--- src/rqpit_pkg.sv ---
// Purpose: Shared constants and types for the receive pointer and threshold bank.
// Assumes: A 10 MHz core clock and a host bus front end on that same clock.
// Notes:   Offsets are byte addresses of 16-bit registers on the parallel bus.
//
// What this block does
// - Auto-advance bit 14 steps pointer per read.
// - Step is one, two or four by size.
// - Auto-advance clear leaves pointer untouched.
// - Eleven-bit pointer index, resets to zero.
// - Bit 12 selects write data sample delay.
// - Bit 11 byte order unless strapped; reads zero.
// - Sixteen-bit microsecond duration threshold, max 0xcfff.
// - Duration enable sets receive event on expiry.
// - Byte enable sets receive event on excess.
// - Sixteen-bit byte count threshold, resets zero.
// - Receive event stays set; write one clears.
// - Interrupt asserts when flag and enable set.
// - DMA mode blocks these register accesses, but frame data reads still advance the pointer.
package rqpit_pkg;

   // ----------------------------------------------------------------
   // Register offsets
   // ----------------------------------------------------------------
   localparam logic [7:0]  RQPIT_OFS_POINTER   = 8'h86;
   localparam logic [7:0]  RQPIT_OFS_DURATION  = 8'h8c;
   localparam logic [7:0]  RQPIT_OFS_BYTES     = 8'h8e;
   localparam logic [7:0]  RQPIT_OFS_IRQ_EN    = 8'h90;
   localparam logic [7:0]  RQPIT_OFS_IRQ_STAT  = 8'h92;

   // ----------------------------------------------------------------
   // Field positions, widths and reset values
   // ----------------------------------------------------------------
   localparam int          RQPIT_POS_AUTO_ADV  = 14;
   localparam int          RQPIT_POS_RX_EVENT  = 13;
   localparam int          RQPIT_POS_WR_SAMPLE = 12;
   localparam int          RQPIT_POS_BYTE_ORD  = 11;
   localparam int          RQPIT_INDEX_W       = 11;
   localparam logic [10:0] RQPIT_INDEX_RST     = 11'h000;
   localparam logic [15:0] RQPIT_THRESH_RST    = 16'h0000;
   localparam logic [15:0] RQPIT_DURATION_MAX  = 16'hcfff;

   // ----------------------------------------------------------------
   // Timing
   // ----------------------------------------------------------------
   localparam int          RQPIT_CLK_PERIOD_NS = 100;
   localparam int          RQPIT_TICK_US       = 1;
   localparam int          RQPIT_CYC_PER_TICK  = (RQPIT_TICK_US * 1000) / RQPIT_CLK_PERIOD_NS;

   // ----------------------------------------------------------------
   // Types
   // ----------------------------------------------------------------
   typedef enum logic [1:0] {
      RQPIT_SZ_BYTE,
      RQPIT_SZ_WORD,
      RQPIT_SZ_DWORD
   } rqpit_size_t;

   typedef struct packed {
      logic        wr;
      logic        rd;
      logic [7:0]  addr;
      logic [1:0]  be;
      logic [15:0] wdata;
   } rqpit_host_req_t;

   typedef struct packed {
      logic        rd;
      rqpit_size_t size;
   } rqpit_data_acc_t;

   typedef struct packed {
      logic        not_empty;
      logic [15:0] byte_count;
   } rqpit_queue_t;

endpackage

--- src/rqpit_top.sv ---
// Purpose: Receive frame pointer, duration and byte thresholds, receive event flag.
// Assumes: Host strobes are single-cycle pulses already on the core clock.
// Notes:   Register reads answer one cycle after the read strobe.
`timescale 1ns/1ps
module rqpit_top #(
   parameter int CYC_PER_TICK = rqpit_pkg::RQPIT_CYC_PER_TICK
) (
   // Clock and reset.
   input  wire logic                   clk,
   input  wire logic                   reset_n,
   // Host register bus.
   input  wire rqpit_pkg::rqpit_host_req_t host_req,
   output logic [15:0]                 host_rdata,
   // Host frame data register accesses.
   input  wire rqpit_pkg::rqpit_data_acc_t data_acc,
   // Receive queue and queue control state.
   input  wire rqpit_pkg::rqpit_queue_t queue,
   input  wire logic                   duration_threshold_enable,
   input  wire logic                   byte_threshold_enable,
   input  wire logic                   dma_mode,
   // Endian strap pin, high selects big endian.
   input  wire logic                   byte_order_strap,
   // Outputs to the buffer and bus logic.
   output logic [10:0]                 rx_frame_index,
   output logic                        write_sample_delay_select,
   output logic                        byte_order_big,
   output logic                        irq_n
);
   import rqpit_pkg::*;

   // ----------------------------------------------------------------
   // Decode
   // ----------------------------------------------------------------
   logic        reg_wr;
   logic        reg_rd;
   logic        wr_ptr;
   logic        wr_dur;
   logic        wr_byt;
   logic        wr_ien;
   logic        wr_ist;
   logic [2:0]  step;
   logic [15:0] dur_merge;
   logic [15:0] byt_merge;
   logic        rx_index_en_r;

   // A DMA window shuts the register bus off from the host; data reads still advance the pointer.
   // DMA access gate.
   assign reg_wr = host_req.wr && !dma_mode;
   assign reg_rd = host_req.rd && !dma_mode;
   assign wr_ptr = reg_wr && (host_req.addr == RQPIT_OFS_POINTER);
   assign wr_dur = reg_wr && (host_req.addr == RQPIT_OFS_DURATION);
   assign wr_byt = reg_wr && (host_req.addr == RQPIT_OFS_BYTES);
   assign wr_ien = reg_wr && (host_req.addr == RQPIT_OFS_IRQ_EN);
   assign wr_ist = reg_wr && (host_req.addr == RQPIT_OFS_IRQ_STAT);

   // ----------------------------------------------------------------
   // Pointer register
   // ----------------------------------------------------------------
   logic        auto_adv_r;
   logic        wr_sample_r;
   logic        byte_ord_r;
   logic [10:0] index_r;

   // Step size follows the width of the data access.
   // Access size step.
   always_comb begin
      case (data_acc.size)
         RQPIT_SZ_BYTE:  step = 3'h1;
         RQPIT_SZ_WORD:  step = 3'h2;
         RQPIT_SZ_DWORD: step = 3'h4;
         default:        step = 3'h1;
      endcase
   end

   // Control bits live in the high lane; bits 15 and 13 are not stored.
   // Reserved bits dropped.
   always_ff @(posedge clk or negedge reset_n) begin
      if (!reset_n) begin
         auto_adv_r  <= 1'b0;
         wr_sample_r <= 1'b0;
         byte_ord_r  <= 1'b0;
      end else if (wr_ptr && host_req.be[1]) begin
         auto_adv_r  <= host_req.wdata[RQPIT_POS_AUTO_ADV];
         wr_sample_r <= host_req.wdata[RQPIT_POS_WR_SAMPLE];
         byte_ord_r  <= host_req.wdata[RQPIT_POS_BYTE_ORD];
      end
   end

   // A host write wins over an advance in the same cycle.
   // Index register.
   always_ff @(posedge clk or negedge reset_n) begin
      if (!reset_n) begin
         index_r <= RQPIT_INDEX_RST;
      end else if (wr_ptr) begin
         if (host_req.be[0]) begin
            index_r[7:0] <= host_req.wdata[7:0];
         end
         if (host_req.be[1]) begin
            index_r[10:8] <= host_req.wdata[10:8];
         end
      end else if (data_acc.rd && auto_adv_r) begin
         index_r <= index_r + {8'h00, step};
      end
   end

   assign rx_frame_index = index_r;
   assign write_sample_delay_select = wr_sample_r;

   // ----------------------------------------------------------------
   // Endian strap
   // ----------------------------------------------------------------
   logic strap_meta_r;
   logic strap_r;

   // Two stages bring the strap pin onto the core clock.
   always_ff @(posedge clk or negedge reset_n) begin
      if (!reset_n) begin
         strap_meta_r <= 1'b0;
         strap_r      <= 1'b0;
      end else begin
         strap_meta_r <= byte_order_strap;
         strap_r      <= strap_meta_r;
      end
   end

   // Software choice applies only with the strap low or open.
   // Byte order select.
   assign byte_order_big = strap_r | byte_ord_r;

   // ----------------------------------------------------------------
   // Threshold registers
   // ----------------------------------------------------------------
   logic [15:0] dur_thr_r;
   logic [15:0] byt_thr_r;

   always_comb begin
      dur_merge = dur_thr_r;
      byt_merge = byt_thr_r;
      if (host_req.be[0]) begin
         dur_merge[7:0] = host_req.wdata[7:0];
         byt_merge[7:0] = host_req.wdata[7:0];
      end
      if (host_req.be[1]) begin
         dur_merge[15:8] = host_req.wdata[15:8];
         byt_merge[15:8] = host_req.wdata[15:8];
      end
   end

   // Out-of-range durations are held at the largest valid value.
   // Duration threshold.
   always_ff @(posedge clk or negedge reset_n) begin
      if (!reset_n) begin
         dur_thr_r <= RQPIT_THRESH_RST;
      end else if (wr_dur) begin
         dur_thr_r <= (dur_merge > RQPIT_DURATION_MAX) ? RQPIT_DURATION_MAX : dur_merge;
      end
   end

   always_ff @(posedge clk or negedge reset_n) begin
      if (!reset_n) begin
         byt_thr_r <= RQPIT_THRESH_RST;
      end else if (wr_byt) begin
         byt_thr_r <= byt_merge;
      end
   end

   // ----------------------------------------------------------------
   // Duration timer
   // ----------------------------------------------------------------
   logic [15:0] tick_cnt_r;
   logic        tick;
   logic [15:0] timer_r;

   // One-cycle enable every microsecond while frames wait.
   assign tick = (tick_cnt_r == 16'(CYC_PER_TICK - 1));

   always_ff @(posedge clk or negedge reset_n) begin
      if (!reset_n) begin
         tick_cnt_r <= 16'h0000;
      end else if (!queue.not_empty || tick) begin
         tick_cnt_r <= 16'h0000;
      end else begin
         tick_cnt_r <= tick_cnt_r + 16'h0001;
      end
   end

   // Runs from the first queued frame, saturates, zeroes when drained.
   // Timer start and restart.
   always_ff @(posedge clk or negedge reset_n) begin
      if (!reset_n) begin
         timer_r <= 16'h0000;
      end else if (!queue.not_empty) begin
         timer_r <= 16'h0000;
      end else if (tick && (timer_r != 16'hffff)) begin
         timer_r <= timer_r + 16'h0001;
      end
   end

   // ----------------------------------------------------------------
   // Receive event flag and interrupt
   // ----------------------------------------------------------------
   logic hit;
   logic hit_prev_r;
   logic rx_event_r;

   assign hit = (duration_threshold_enable && queue.not_empty && (timer_r > dur_thr_r))
             || (byte_threshold_enable && (queue.byte_count > byt_thr_r));

   // The flag is edge triggered so a clear is not undone by a standing level.
   always_ff @(posedge clk or negedge reset_n) begin
      if (!reset_n) begin
         hit_prev_r <= 1'b0;
      end else begin
         hit_prev_r <= hit;
      end
   end

   // A new hit in the clearing cycle keeps the flag set.
   // Sticky flag, write one clears.
   always_ff @(posedge clk or negedge reset_n) begin
      if (!reset_n) begin
         rx_event_r <= 1'b0;
      end else if (hit && !hit_prev_r) begin
         rx_event_r <= 1'b1;
      end else if (wr_ist && host_req.be[1] && host_req.wdata[RQPIT_POS_RX_EVENT]) begin
         rx_event_r <= 1'b0;
      end
   end

   always_ff @(posedge clk or negedge reset_n) begin
      if (!reset_n) begin
         rx_index_en_r <= 1'b0;
      end else if (wr_ien && host_req.be[1]) begin
         rx_index_en_r <= host_req.wdata[RQPIT_POS_RX_EVENT];
      end
   end

   assign irq_n = !(rx_event_r && rx_index_en_r);

   // ----------------------------------------------------------------
   // Read data
   // ----------------------------------------------------------------
   // Byte order bit reads back zero; unmapped offsets read zero.
   always_ff @(posedge clk or negedge reset_n) begin
      if (!reset_n) begin
         host_rdata <= 16'h0000;
      end else if (reg_rd) begin
         case (host_req.addr)
            RQPIT_OFS_POINTER:  host_rdata <= {1'b0, auto_adv_r, 1'b0, wr_sample_r, 1'b0, index_r};
            RQPIT_OFS_DURATION: host_rdata <= dur_thr_r;
            RQPIT_OFS_BYTES:    host_rdata <= byt_thr_r;
            RQPIT_OFS_IRQ_EN:   host_rdata <= {2'h0, rx_index_en_r, 13'h0000};
            RQPIT_OFS_IRQ_STAT: host_rdata <= {2'h0, rx_event_r, 13'h0000};
            default:            host_rdata <= 16'h0000;
         endcase
      end
   end

   // ----------------------------------------------------------------
   // Checks
   // ----------------------------------------------------------------
   a_auto_advance: assert property (@(posedge clk) disable iff (!reset_n)
      (data_acc.rd && auto_adv_r && !wr_ptr)
      |=> (index_r == 11'($past(index_r) + {8'h00, $past(step)})))
      else $error("Pointer did not advance by the access size.");

   a_manual_hold: assert property (@(posedge clk) disable iff (!reset_n)
      (!auto_adv_r && !wr_ptr) |=> $stable(index_r))
      else $error("Pointer moved in manual mode.");

   a_order_readback: assert property (@(posedge clk) disable iff (!reset_n)
      (reg_rd && host_req.addr == RQPIT_OFS_POINTER)
      |=> (host_rdata[RQPIT_POS_BYTE_ORD] == 1'b0 && host_rdata[15] == 1'b0))
      else $error("Pointer readback shows a zero bit set.");

   a_duration_range: assert property (@(posedge clk) disable iff (!reset_n)
      dur_thr_r <= RQPIT_DURATION_MAX)
      else $error("Duration threshold above its maximum.");

   a_event_set: assert property (@(posedge clk) disable iff (!reset_n)
      (hit && !hit_prev_r) |=> rx_event_r ##1 (rx_event_r || $past(wr_ist)))
      else $error("Threshold hit did not set the receive event.");

   a_event_sticky: assert property (@(posedge clk) disable iff (!reset_n)
      (rx_event_r && !wr_ist) |=> rx_event_r)
      else $error("Receive event dropped without a clear.");

   a_irq_follow: assert property (@(posedge clk) disable iff (!reset_n)
      (rx_event_r && rx_index_en_r) == !irq_n)
      else $error("Interrupt output disagrees with flag and enable.");

   a_dma_block: assert property (@(posedge clk) disable iff (!reset_n)
      (dma_mode && !data_acc.rd) |=> ($stable(index_r) && $stable(dur_thr_r)
      && $stable(byt_thr_r) && $stable(auto_adv_r)))
      else $error("Register changed during DMA mode.");

   a_timer_restart: assert property (@(posedge clk) disable iff (!reset_n)
      !queue.not_empty |=> (timer_r == 16'h0000))
      else $error("Duration timer did not restart on empty queue.");

endmodule

--- config.mk ---
export PLATFORM = sky130hd
export DESIGN_NAME = rqpit_top
export DESIGN_NICKNAME = d
export VERILOG_FILES = /design/src/rqpit_pkg.sv /design/src/rqpit_top.sv
export SDC_FILE = /design/constraint.sdc
export NUM_CORES = 1
export LEC_CHECK = 0
export BUFFER_PORTS_ARGS = -buffer_cell sky130_fd_sc_hd__buf_2
export CORE_AREA = 2 2 116 118
export DETAILED_ROUTE_END_ITERATION = 10
export DIE_AREA = 0 0 118 120
export GPL_TIMING_DRIVEN = 0
export PLACE_DENSITY = 0.69
export RECOVER_POWER = 50
export SYNTH_ARGS = -nofsm -noshare
export SYNTH_HDL_FRONTEND = slang
export SYNTH_SLANG_ARGS = --single-unit
--- constraint.sdc ---
create_clock -name clk -period 2 [get_ports clk]
set_input_delay 0.3 -clock clk [delete_from_list [all_inputs] [get_ports clk]]
set_output_delay 0.3 -clock clk [all_outputs]
set_load 0.01 [all_outputs]
==> results of run 1 <==
placed cells by master, fill, tap and decap left out, drive strengths merged, types with 3 or more instances in the layout:
cell type,synthesis,layout
nor2,33,33
and3,19,19
dfrtp,99,99
ha,40,40
a22o,5,5
mux2,7,7
a21o,4,4
buf,14,114
o211ai,15,15
inv,42,44
nor2b,6,6
xnor2,13,13
and4,10,10
a211oi,3,3
a22oi,3,3
xor2,13,13
nor4,4,4
nand4,16,16
o21ai,49,49
and2,17,17
or3,3,3
a222oi,13,13
nand3,20,20
nand2,79,79
clkbuf,9,37
a21oi,27,27
metrics by stage:
| stage | area (sq um) | hold WS (ns) | cells |
|---|---|---|---|
| final | 7060 | 0.0542 | 902 |
| after detailed placement | 6310 | 0.266 | 851 |
| after global placement | 6280 | 0.333 | 850 |
| after floorplan | 5650 | 0.00441 | 591 |
| after CTS | 6940 | 0.0464 | 893 |
| after global routing | 7060 | 0.0496 | 902 |
critical path, stage by stage (launching register included):
cell,delay (ns)
dfrtp_1,0.38
inv_1,0.07
ha_1,0.33
and4_4,0.25
nand2_2,0.09
o31ai_2,0.23
nor2_1,0.08
a221o_1,0.42
a22o_1,0.22
area by class of cell:
cell class | instances | area (sq um) | area share
multi-input combinational | 427 | 3020 | 0.427
inverter | 42 | 158 | 0.0223
timing repair buffer | 119 | 719 | 0.102
clock inverter | 6 | 95.1 | 0.0135
sequential | 99 | 2480 | 0.351
buffer | 23 | 135 | 0.0191
clock buffer | 10 | 239 | 0.0338
tap | 176 | 220 | 0.0312
power groups by stage:
stage	Sequential, mW	Combinational, mW	Clock (mW)
floorplan	2.13	0.169	0
global placement	2.13	0.348	0
detailed placement	2.14	0.366	0
CTS	2.10	0.391	1.98
global route	2.10	0.472	2.06
finish	2.10	0.423	1.95
cells by family after synthesis:
kind of cell,Yosys count
compound gates,135
xor+xnor,26
fa+ha+maj,41
buf+inv,65
flops,99
mux,8
simple gates,217
worst min-delay path by stage:
stage / end / start / slack, ns
CTS: strap_meta_r / byte_order_strap / 0.05
global placement: strap_r / strap_meta_r / 0.33
global route: strap_meta_r / byte_order_strap / 0.05
finish: strap_meta_r / byte_order_strap / 0.05
detailed placement: host_rdata[12] / reset_n / 0.27
floorplan: auto_adv_r / reset_n / 0.004
synthesized netlist by cell type (2+ instances only):
cell type and n:
nand2b_1 2, a221oi_1 2, mux2_1 2, o211ai_1 15, a211oi_1 3, clkbuf_1 9
nand2_1 79, mux2_2 5, nor4_4 2, a21oi_1 27, nor2_1 32, o21ai_1 19
and2_1 16, a22o_1 5, a211o_1 2, ha_1 40, xor2_1 13, a21o_1 4
a22oi_1 3, xnor2_1 13, o21ai_0 28, o22ai_1 2, inv_1 42, and4_1 8
and4_2 2, nand3_1 20, nor2b_1 6, buf_4 7, and3b_1 2, a31oi_1 2
o211a_1 2, dfrtp_1 99, or3_1 3, buf_2 5, nand4_1 15, and3_1 18
a222oi_1 13, buf_6 2, o21ai_2 2
per-layer routing:
layer  wire length (um)  vias to the layer above
met2               7530                      175
met3                845                       32
met4                464                        0
met5                  0                        -
li1                   -                     2382
met1               6110                     2353
timing repair:
item / in CTS / in global routing
endpoints found under the hold margin: 31 / 0
buffers inserted: 25 / 9
hold buffers: 1 / 0
resized for setup: 18 / 27
endpoints found under the setup margin: 2 / 20
pin swaps: 16 / 8
sequential cells by signal, indices dropped and copies added, names as in the netlist:
register and flops:
strap_r 1, byt_thr_r 16, byte_ord_r 1, tick_cnt_r 16
rx_event_r 1, write_sample_delay_select 1, timer_r 16, dur_thr_r 16
rx_index_en_r 1, strap_meta_r 1, host_rdata 16, rx_frame_index 11
hit_prev_r 1, auto_adv_r 1
==> summary.md, run 1 <==
| Metric | Value |
|---|---|
| Outcome | `complete, but fails checks` |
| Failing checks | `setup timing` |
| DRC errors left | `0` |
| Worst endpoint data arrival time | `2.43 ns` |
| Area share of the largest cell type after synthesis | `0.439` |
| Met2 track demand over resource | `0.370` |
| Number of different library cells in the post-synthesis netlist | `59` |
| First element of the critical path | `byt_thr_r[14]` |
| Max Clock Skew | `0.0112 ns` |
| Top-level I/O count | `84` |
| Logic pwr share | `0.095` |
| Maximum number of pins on one net before global-route repair | `69` |
| Worst slew margin | `0.473` |
| Via count | `4942` |
| M3 GR Usage | `0.0394` |
| Fmax | `459 MHz` |
| Count of final max-slew check failures | `0` |
| Hold depth | `1` |
| Worst path setup slack after routing | `-0.177 ns` |
| Core Util, Final | `0.544` |
| Part of the Yosys area used for sequential elements | `0.439` |
| Setup Slack @ Placement | `-0.369 ns` |
| Number of core rows | `42` |
| Count of max-cap constraint violations | `0` |
| Net switching fraction of the power | `0.245` |
| Power density over cell area | `633 nW/um^2` |
| Nets | `816` |
| Share of final-layout standard cells stronger than drive strength 1 | `0.242` |
| Vias in the first global route | `4920` |
| Startpoint of the worst-slack reg-to-reg timing path | `byt_thr_r[14]` |
| Adder and majority gate portion of the synthesized area | `0.0922` |
| Number of enable-type register cells in the synthesized netlist | `0` |
| Initial antenna violation count | `0` |
| Cell count after synthesis | `591` |
| ANT nets after route | `0` |
| TritonCTS clock tree | `built` |
| Critical R2R Capture | `rx_event_r` |
| Height of the chip | `120 um` |
| Violation count after the first detailed-routing iteration | `332` |
| Area Overhead vs Synth | `25.1%` |
| Most area-consuming cells after synthesis | `dfrtp_1 (44%), ha_1 (8.9%), nand2_1 (5.3%)` |
| Type of the most critical hold path | `in2reg` |
| Root cell of the clock tree | `clkbuf_16` |
| Synth Area in XOR/XNOR | `0.0403` |
| Endpoint kind of the worst setup timing path | `flip-flop` |
| Power spent charging and discharging nets | `1.09 mW` |
| Multiplexer share of the synthesized area | `0.0157` |
| Number of CTS-inserted buffers | `9` |
| Total design power | `4.47 mW` |
| Overall global routing resource usage | `0.213` |
| Post-synthesis sequential element count | `99` |
| Wirelength per Cell | `16.6 um` |
| Setup-violating endpoint count in the final report | `2` |
| Full die area | `14200 sq um` |
| Peak ir drop on the vdd network | `0.410 mV` |
| GR peak layer | `met2` |
| Yosys warning count | `0` |
| Critical Path Sink | `rx_event_r` |
| Aggregate negative setup slack | `-0.202 ns` |
| Number of fill cells | `1183` |
| Crit path kind | `reg2reg` |
| Wire length of the first global-routing pass | `24100 um` |
| Number of diodes | `0` |
| Die width | `118 um` |
| Max Root-Sink Buffers | `2` |
| Core area | `13000 sq um` |
| Fraction of registers with async set or reset after synthesis | `1.00` |
| Kind of start point of the critical path | `flip-flop` |
| Leading register cell type out of synthesis | `dfrtp_1` |
| Worst reg2reg setup slack | `-0.18 ns` |
| Critical path fanouts, max | `3` |
| Hold Vio Cnt, Final | `0` |
| DRT Pass-1 Iters | `5` |
| Required time of the worst setup path | `2.25 ns` |
| Simple-gate area share of the yosys netlist | `0.205` |
| Combinational family with the most area after synthesis | `simple AND/OR/NAND/NOR gates` |
| H-tree levels | `3` |
| Clock-pin slew of the registers on the worst-case setup and hold paths | `0.08 ns` |
| Share of power burned in registers | `0.469` |
| WL final | `15000 um` |
| Pin slew with the least headroom to its limit | `0.790 ns` |
| Syn Std Cell Area | `5650 sq um` |
| Via density | `5.48` |
| Part of the cycle the worst path needs | `1.09` |
| Total clock sinks | `99` |
| Effective utilization at floorplan | `0.435` |
| Port Buffers | `83` |
| Residual overflow from global routing | `0` |
| Insertion delay to the later sink of the worst-skew pair | `0.36 ns` |
| Unrepaired setup endpoints after global routing | `true` |
| Met1 routing resource usage after global routing | `0.257` |
| Synthesized area per cell | `9.55 sq um` |
| Half-perimeter wire length after placement | `10800 um` |
| Part of the total power dissipated in the clock network | `0.436` |
| Worst r2r path cells | `8` |
| Leakage power total | `3.46 nW` |
| Internal power | `3.38 mW` |
| Net count after synthesis | `686` |
| Post-layout minimum cycle time | `2.18 ns` |
| Placer's final routability congestion estimate | `0.953` |
| Cell taking the most area after synthesis | `dfrtp_1` |
| Complex-gate fraction of the synthesized area | `0.156` |
Power figures use the tool's default switching activity.
==> run 2, diff against run 1 <==
==> config.mk (replaced) <==
export PLATFORM = sky130hd
export DESIGN_NAME = rqpit_top
export DESIGN_NICKNAME = d
export VERILOG_FILES = /design/src/rqpit_pkg.sv /design/src/rqpit_top.sv
export SDC_FILE = /design/constraint.sdc
export NUM_CORES = 1
export LEC_CHECK = 0
export CAP_MARGIN = 20
export CORE_AREA = 2 2 116 118
export DETAILED_ROUTE_END_ITERATION = 10
export DIE_AREA = 0 0 118 120
export DONT_BUFFER_PORTS = 1
export GPL_TIMING_DRIVEN = 0
export PLACE_DENSITY = 0.64
export RECOVER_POWER = 50
export REMOVE_ABC_BUFFERS = 1
export SYNTH_ARGS = -nofsm -noshare
export SYNTH_HDL_FRONTEND = slang
export SYNTH_SLANG_ARGS = --single-unit
==> run 2 against run 1 <==
  * The run ends with hold timing, setup timing left
  * Largest cell class unchanged
  * Largest power group unchanged
  * Sequential power about the same
  * Highest routed layer unchanged
  * Critical path type unchanged
  * Combinational power down 40%
  * Critical endpoint unchanged
  * Sequential share of layout area up 2.7 points
==> summary.md, run 2 (synthesis results as in run 1) <==
| Metric | Value |
|---|---|
| Overall global routing resource usage | `0.199` |
| Count of max-cap constraint violations | `0` |
| Critical path fanouts, max | `3` |
| Setup-violating endpoint count in the final report | `1` |
| Nets | `703` |
| Die width | `118 um` |
| Number of diodes | `0` |
| Via density | `5.81` |
| Count of final max-slew check failures | `0` |
| Pin slew with the least headroom to its limit | `0.947 ns` |
| Effective utilization at floorplan | `0.435` |
| Cell area after layout | `6580 sq um` |
| ANT nets after route | `0` |
| Commonest non-fill, non-tap cell in the layout | `dfrtp_1` |
| Placed cells | `744` |
| Via count | `4581` |
| Port Buffers | `0` |
| Register area | `2490 sq um` |
| Max Root-Sink Buffers | `2` |
| Worst slew margin | `0.368` |
| H-tree levels | `3` |
| Number of fill cells | `1172` |
| Area of the multi-input gates | `3170 sq um` |
| Clock-pin slew of the registers on the worst-case setup and hold paths | `0.07 ns` |
| Core Util, Final | `0.507` |
| Type of the most critical hold path | `in2async` |
| Wirelength per Cell | `17.6 um` |
| WL final | `13900 um` |
| Setup Slack @ Placement | `-0.470 ns` |
| Unrepaired setup endpoints after global routing | `true` |
| Max Clock Skew | `0.00744 ns` |
| Number of hold buffers added after cts | `1` |
| Worst endpoint data arrival time | `2.41 ns` |
| Required time of the worst setup path | `2.24 ns` |
| Power density over cell area | `643 nW/um^2` |
| Most frequent cells in the layout | `dfrtp_1 (92), nand2_1 (77), inv_1 (36), nor2_1 (32), buf_4 (28)` |
| Outcome | `complete, but fails checks` |
| Peak ir drop on the vdd network | `0.392 mV` |
| Total design power | `4.23 mW` |
| DRC errors left | `0` |
| TritonCTS clock tree | `built` |
| DRT Pass-1 Iters | `6` |
| Insertion delay to the later sink of the worst-skew pair | `0.35 ns` |
| Number of CTS-inserted buffers | `9` |
| Leakage power total | `3.02 nW` |
| Share of final-layout standard cells stronger than drive strength 1 | `0.184` |
| Vias in the first global route | `4550` |
| Top-level I/O count | `84` |
| Post-layout minimum cycle time | `2.17 ns` |
| Root cell of the clock tree | `clkbuf_16` |
| Half-perimeter wire length after placement | `10000 um` |
| Wire length of the first global-routing pass | `22500 um` |
| Area Overhead vs Synth | `16.6%` |
| Core area | `13000 sq um` |
| Endpoint kind of the worst setup timing path | `flip-flop` |
| Worst path setup slack after routing | `-0.173 ns` |
| Crit path kind | `reg2reg` |
| Maximum number of pins on one net before global-route repair | `100` |
| Failing checks | `hold timing, setup timing` |
| Kind of start point of the critical path | `flip-flop` |
| Violation count after the first detailed-routing iteration | `484` |
| Non-filler cells in the finished layout | `789` |
| Full die area | `14200 sq um` |
| Fmax | `460 MHz` |
| Cell area after placement | `5730 sq um` |
| Residual overflow from global routing | `0` |
| Placer's final routability congestion estimate | `0.923` |
| Initial antenna violation count | `0` |
| Hold Vio Cnt, Final | `99` |
| Fin Hold WS | `-0.361 ns` |
| Number of core rows | `42` |
| Total clock sinks | `99` |
| Height of the chip | `120 um` |
| Part of the cycle the worst path needs | `1.09` |
## run 2: cell count changes in the layout (fill, tap and decap cells not counted), sizes merged
cell	before	now
clkbuf	37	12
clkinv	0	1
inv	44	43
clkinvlp	2	1
buf	114	28
bufinv	2	1
## run 2: layer usage
layer | GRT usage | part of all wire
met1 | 0.245 | 0.41
met2 | 0.336 | 0.49
met3 | 0.0456 | 0.071
met4 | 0.0873 | 0.028
met5 | 0 | 0
## run 2: worst max-delay path, stage by stage (launching register included)
cell and delay [ns]:
dfrtp_1 0.42, ha_4 0.29, nand4_1 0.17, nor4_4 0.34, a31oi_2 0.17, a221o_1 0.42
a22o_1 0.25
## run 2: cell type report
| type | count | share of cell area |
|---|---|---|
| Clock inverter | 4 | 0.00837 |
| Sequential cell | 99 | 0.378 |
| Clock buffer | 12 | 0.0405 |
| Multi-Input combinational cell | 427 | 0.482 |
| Timing Repair Buffer | 29 | 0.0335 |
| Tap cell | 176 | 0.0335 |
| Inverter | 42 | 0.0240 |
## run 2: final timing paths
| check | from | to | slack [ns] | cells past startpoint |
|---|---|---|---|---|
| min in group clk | host_req[7] | byt_thr_r[7] | 0.07 | 2 |
| worst max-delay path | timer_r[11] | rx_event_r | -0.17 | 6 |
| worst max register to register | timer_r[11] | rx_event_r | -0.17 | 6 |
| worst min register to register | strap_meta_r | strap_r | 0.35 | 0 |
| worst min-delay path | reset_n | rx_frame_index[3] | -0.36 | 0 |
| max in group asynchronous | reset_n | tick_cnt_r[2] | 2.21 | 0 |
## run 2: report_power, final
part,total (mW),switching [mW],internal [mW],leakage [nW]
combinational,0.253,0.132,0.121,1.64
clock,1.86,0.784,1.08,0.155
sequential,2.11,0.0608,2.05,1.22
total,4.23,0.977,3.25,3.02
## run 2: stage by stage
step                      hold slack (ns)  TNS (ns)
after global placement            0.00631     -9.96
after detailed placement          0.00657    -12.38
after floorplan                   0.00441   -0.0548
after global routing               -0.377    -0.326
final                              -0.361    -0.173
after CTS                          -0.371    -0.170
## run 2: what timing repair did
item | 4_1_cts | 5_1_grt
hold endpoints to repair | 100 | 99
setup buffers | 15 | 13
pin swaps | 11 | 24
resized for setup | 12 | 46
cloned | 0 | 0
setup endpoints to repair | 6 | 24
==> run 3, diff against run 2 <==
--- a/config.mk
+++ b/config.mk
@@ -11,7 +11,7 @@
 export DIE_AREA = 0 0 118 120
 export DONT_BUFFER_PORTS = 1
 export GPL_TIMING_DRIVEN = 0
-export PLACE_DENSITY = 0.64
+export PLACE_DENSITY_LB_ADDON = 0.3
 export RECOVER_POWER = 50
 export REMOVE_ABC_BUFFERS = 1
 export SYNTH_ARGS = -nofsm -noshare
==> run 3 against run 2 <==
  * The flow still finishes with violations (hold timing, setup timing)
  * Clock power is 5% lower
  * Power is 2.6% lower
  * Clock skew is 0.0023 ns higher
  * Sequential power hardly changed
  * Non-clock buffer count is 5 lower
  * Core utilization is 0.97 points lower
  * Clock-buffer cell count is 2 lower
  * Critical path type unchanged
  * Largest cell class unchanged
  * Largest power group unchanged
==> summary.md, run 3 (synthesis results as in run 1) <==
| Metric | Value |
|---|---|
| WL final | `13500 um` |
| Slowest-stage cell, CP | `a221o_1` |
| DRT Pass-1 Iters | `6` |
| Failing checks | `hold timing, setup timing` |
| Top-level I/O count | `84` |
| Wire length of the first global-routing pass | `22000 um` |
| Part of the total power dissipated in the clock network | `0.429` |
| Number of core rows | `42` |
| Initial antenna violation count | `0` |
| Effective utilization at floorplan | `0.435` |
| Worst-path cell chain | `ha_4 -> nand4_1 -> nor4_4 -> a31oi_2 -> a221o_1 -> a22o_1` |
| Required time of the worst setup path | `2.24 ns` |
| Fin Hold WS | `-0.365 ns` |
| Unrepaired setup endpoints after global routing | `true` |
| Total design power | `4.12 mW` |
| Leakage power total | `2.98 nW` |
| DRC errors left | `0` |
| Kind of start point of the critical path | `flip-flop` |
| Count of final max-slew check failures | `0` |
| Critical path fanouts, max | `2` |
| Worst path setup slack after routing | `-0.177 ns` |
| Internal power | `3.17 mW` |
| Outcome | `complete, but fails checks` |
| Wirelength per Cell | `17.3 um` |
| TritonCTS clock tree | `built` |
| Nets | `698` |
| Non-filler cells in the finished layout | `783` |
| Half-perimeter wire length after placement | `9790 um` |
| ANT nets after route | `0` |
| Fmax | `459 MHz` |
| First element of the critical path | `timer_r[8]` |
| Pin slew with the least headroom to its limit | `0.894 ns` |
| Maximum number of pins on one net before global-route repair | `100` |
| Max Clock Skew | `0.00976 ns` |
| Number of hold buffers added after cts | `1` |
| Worst r2r path cells | `6` |
| Power density over cell area | `638 nW/um^2` |
| Crit path kind | `reg2reg` |
| Most frequent cells in the layout | `dfrtp_1 (94), nand2_1 (77), inv_1 (38), nor2_1 (32), ha_1 (30)` |
| Residual overflow from global routing | `0` |
| Maximum cell stage delay along the critical path | `0.43 ns` |
| Setup-violating endpoint count in the final report | `1` |
| Number of fill cells | `1214` |
| Max Root-Sink Buffers | `2` |
| Hold Vio Cnt, Final | `99` |
| Clock-pin slew of the registers on the worst-case setup and hold paths | `0.07 ns` |
| Number of CTS-inserted buffers | `9` |
| Placer's final routability congestion estimate | `0.907` |
| Part of the cycle the worst path needs | `1.09` |
| Power spent charging and discharging nets | `949 uW` |
| Placed cells | `744` |
| Worst reg2reg setup slack | `-0.18 ns` |
| Insertion delay to the later sink of the worst-skew pair | `0.35 ns` |
| Number of diodes | `0` |
| Die width | `118 um` |
| Share of power burned in registers | `0.512` |
| Cell area after layout | `6450 sq um` |
| Height of the chip | `120 um` |
| Count of max-cap constraint violations | `0` |
| Port Buffers | `0` |
| Peak ir drop on the vdd network | `0.374 mV` |
| Vias in the first global route | `4388` |
| Full die area | `14200 sq um` |
| Via count | `4492` |
| Total clock sinks | `99` |
| Startpoint of the worst-slack reg-to-reg timing path | `timer_r[8]` |
| Violation count after the first detailed-routing iteration | `485` |
| H-tree levels | `3` |
| Worst endpoint data arrival time | `2.42 ns` |
| Share of final-layout standard cells stronger than drive strength 1 | `0.161` |
| Root cell of the clock tree | `clkbuf_16` |
| Via density | `5.74` |
| Type of the most critical hold path | `in2async` |
| Cell area after placement | `5730 sq um` |
| Area Overhead vs Synth | `14.3%` |
| Net switching fraction of the power | `0.230` |
| Critical R2R Capture | `rx_event_r` |
| Logic pwr share | `0.059` |
| Overall global routing resource usage | `0.195` |
| Setup Slack @ Placement | `-0.446 ns` |
| Post-layout minimum cycle time | `2.18 ns` |
| Endpoint kind of the worst setup timing path | `flip-flop` |
| Worst slew margin | `0.403` |
| Core area | `13000 sq um` |
| Commonest non-fill, non-tap cell in the layout | `dfrtp_1` |
==> run 3: final cells by class <==
cell class | instances | area (sq um) | area share
clock buffers | 10 | 239 | 0.0370
repair buffers | 24 | 183 | 0.0283
well taps | 176 | 220 | 0.0341
inverters | 42 | 158 | 0.0244
flip-flops and latches | 99 | 2480 | 0.385
multi-input cells | 427 | 3110 | 0.482
clock inverters | 5 | 60.1 | 0.00931
==> run 3: power by group through the flow <==
stage                     registers [mW]  logic, mW  clock network, mW
after floorplan                     2.13      0.164                  0
after global placement              2.14      0.196                  0
after detailed placement            2.14      0.207                  0
after CTS                           2.11      0.227               1.81
after global routing                2.12      0.280               1.90
final                               2.11      0.243               1.76
==> run 3: per-layer routing <==
| layer | vias to the layer above | GRT usage | part of all wire |
|---|---|---|---|
| li1 | 2137 | - | - |
| met5 | - | 0 | 0 |
| met3 | 20 | 0.0594 | 0.073 |
| met2 | 163 | 0.325 | 0.49 |
| met4 | 0 | 0.0655 | 0.022 |
| met1 | 2172 | 0.242 | 0.42 |
==> run 3: worst max path at each step <==
stage | to | depth (start not counted) | slack (ns)
after global placement | rx_event_r | 7 | -0.42
after detailed placement | rx_event_r | 7 | -0.45
after global routing | rx_event_r | 7 | -0.25
after CTS | rx_event_r | 6 | -0.12
final | rx_event_r | 6 | -0.18
after floorplan | byt_thr_r[0] | 5 | -0.05
==> run 3: worst max-delay path, delay by kind of cell (launching register included) <==
kind,cells,cell delay (ns)
AND/OR/NAND/NOR,2,0.55
AO/OA/AOI/OAI,3,0.82
flip-flops,1,0.42
adder cells (fa/ha/maj),1,0.28
==> run 3: timing repair <==
item                                    in CTS  in global routing
resized for setup                           21                 29
setup buffers                               18                  5
pin swaps                                   16                 11
endpoints found under the hold margin      100                 99
endpoints found under the setup margin       7                 22
gates cloned                                 0                  0
==> run 3: stage by stage <==
step / utilization / TNS, ns
after floorplan: - / -0.0548
after global placement: 0.442 / -9.49
after detailed placement: 0.442 / -11.60
after CTS: 0.484 / -0.124
after global routing: 0.497 / -0.314
final: 0.497 / -0.177
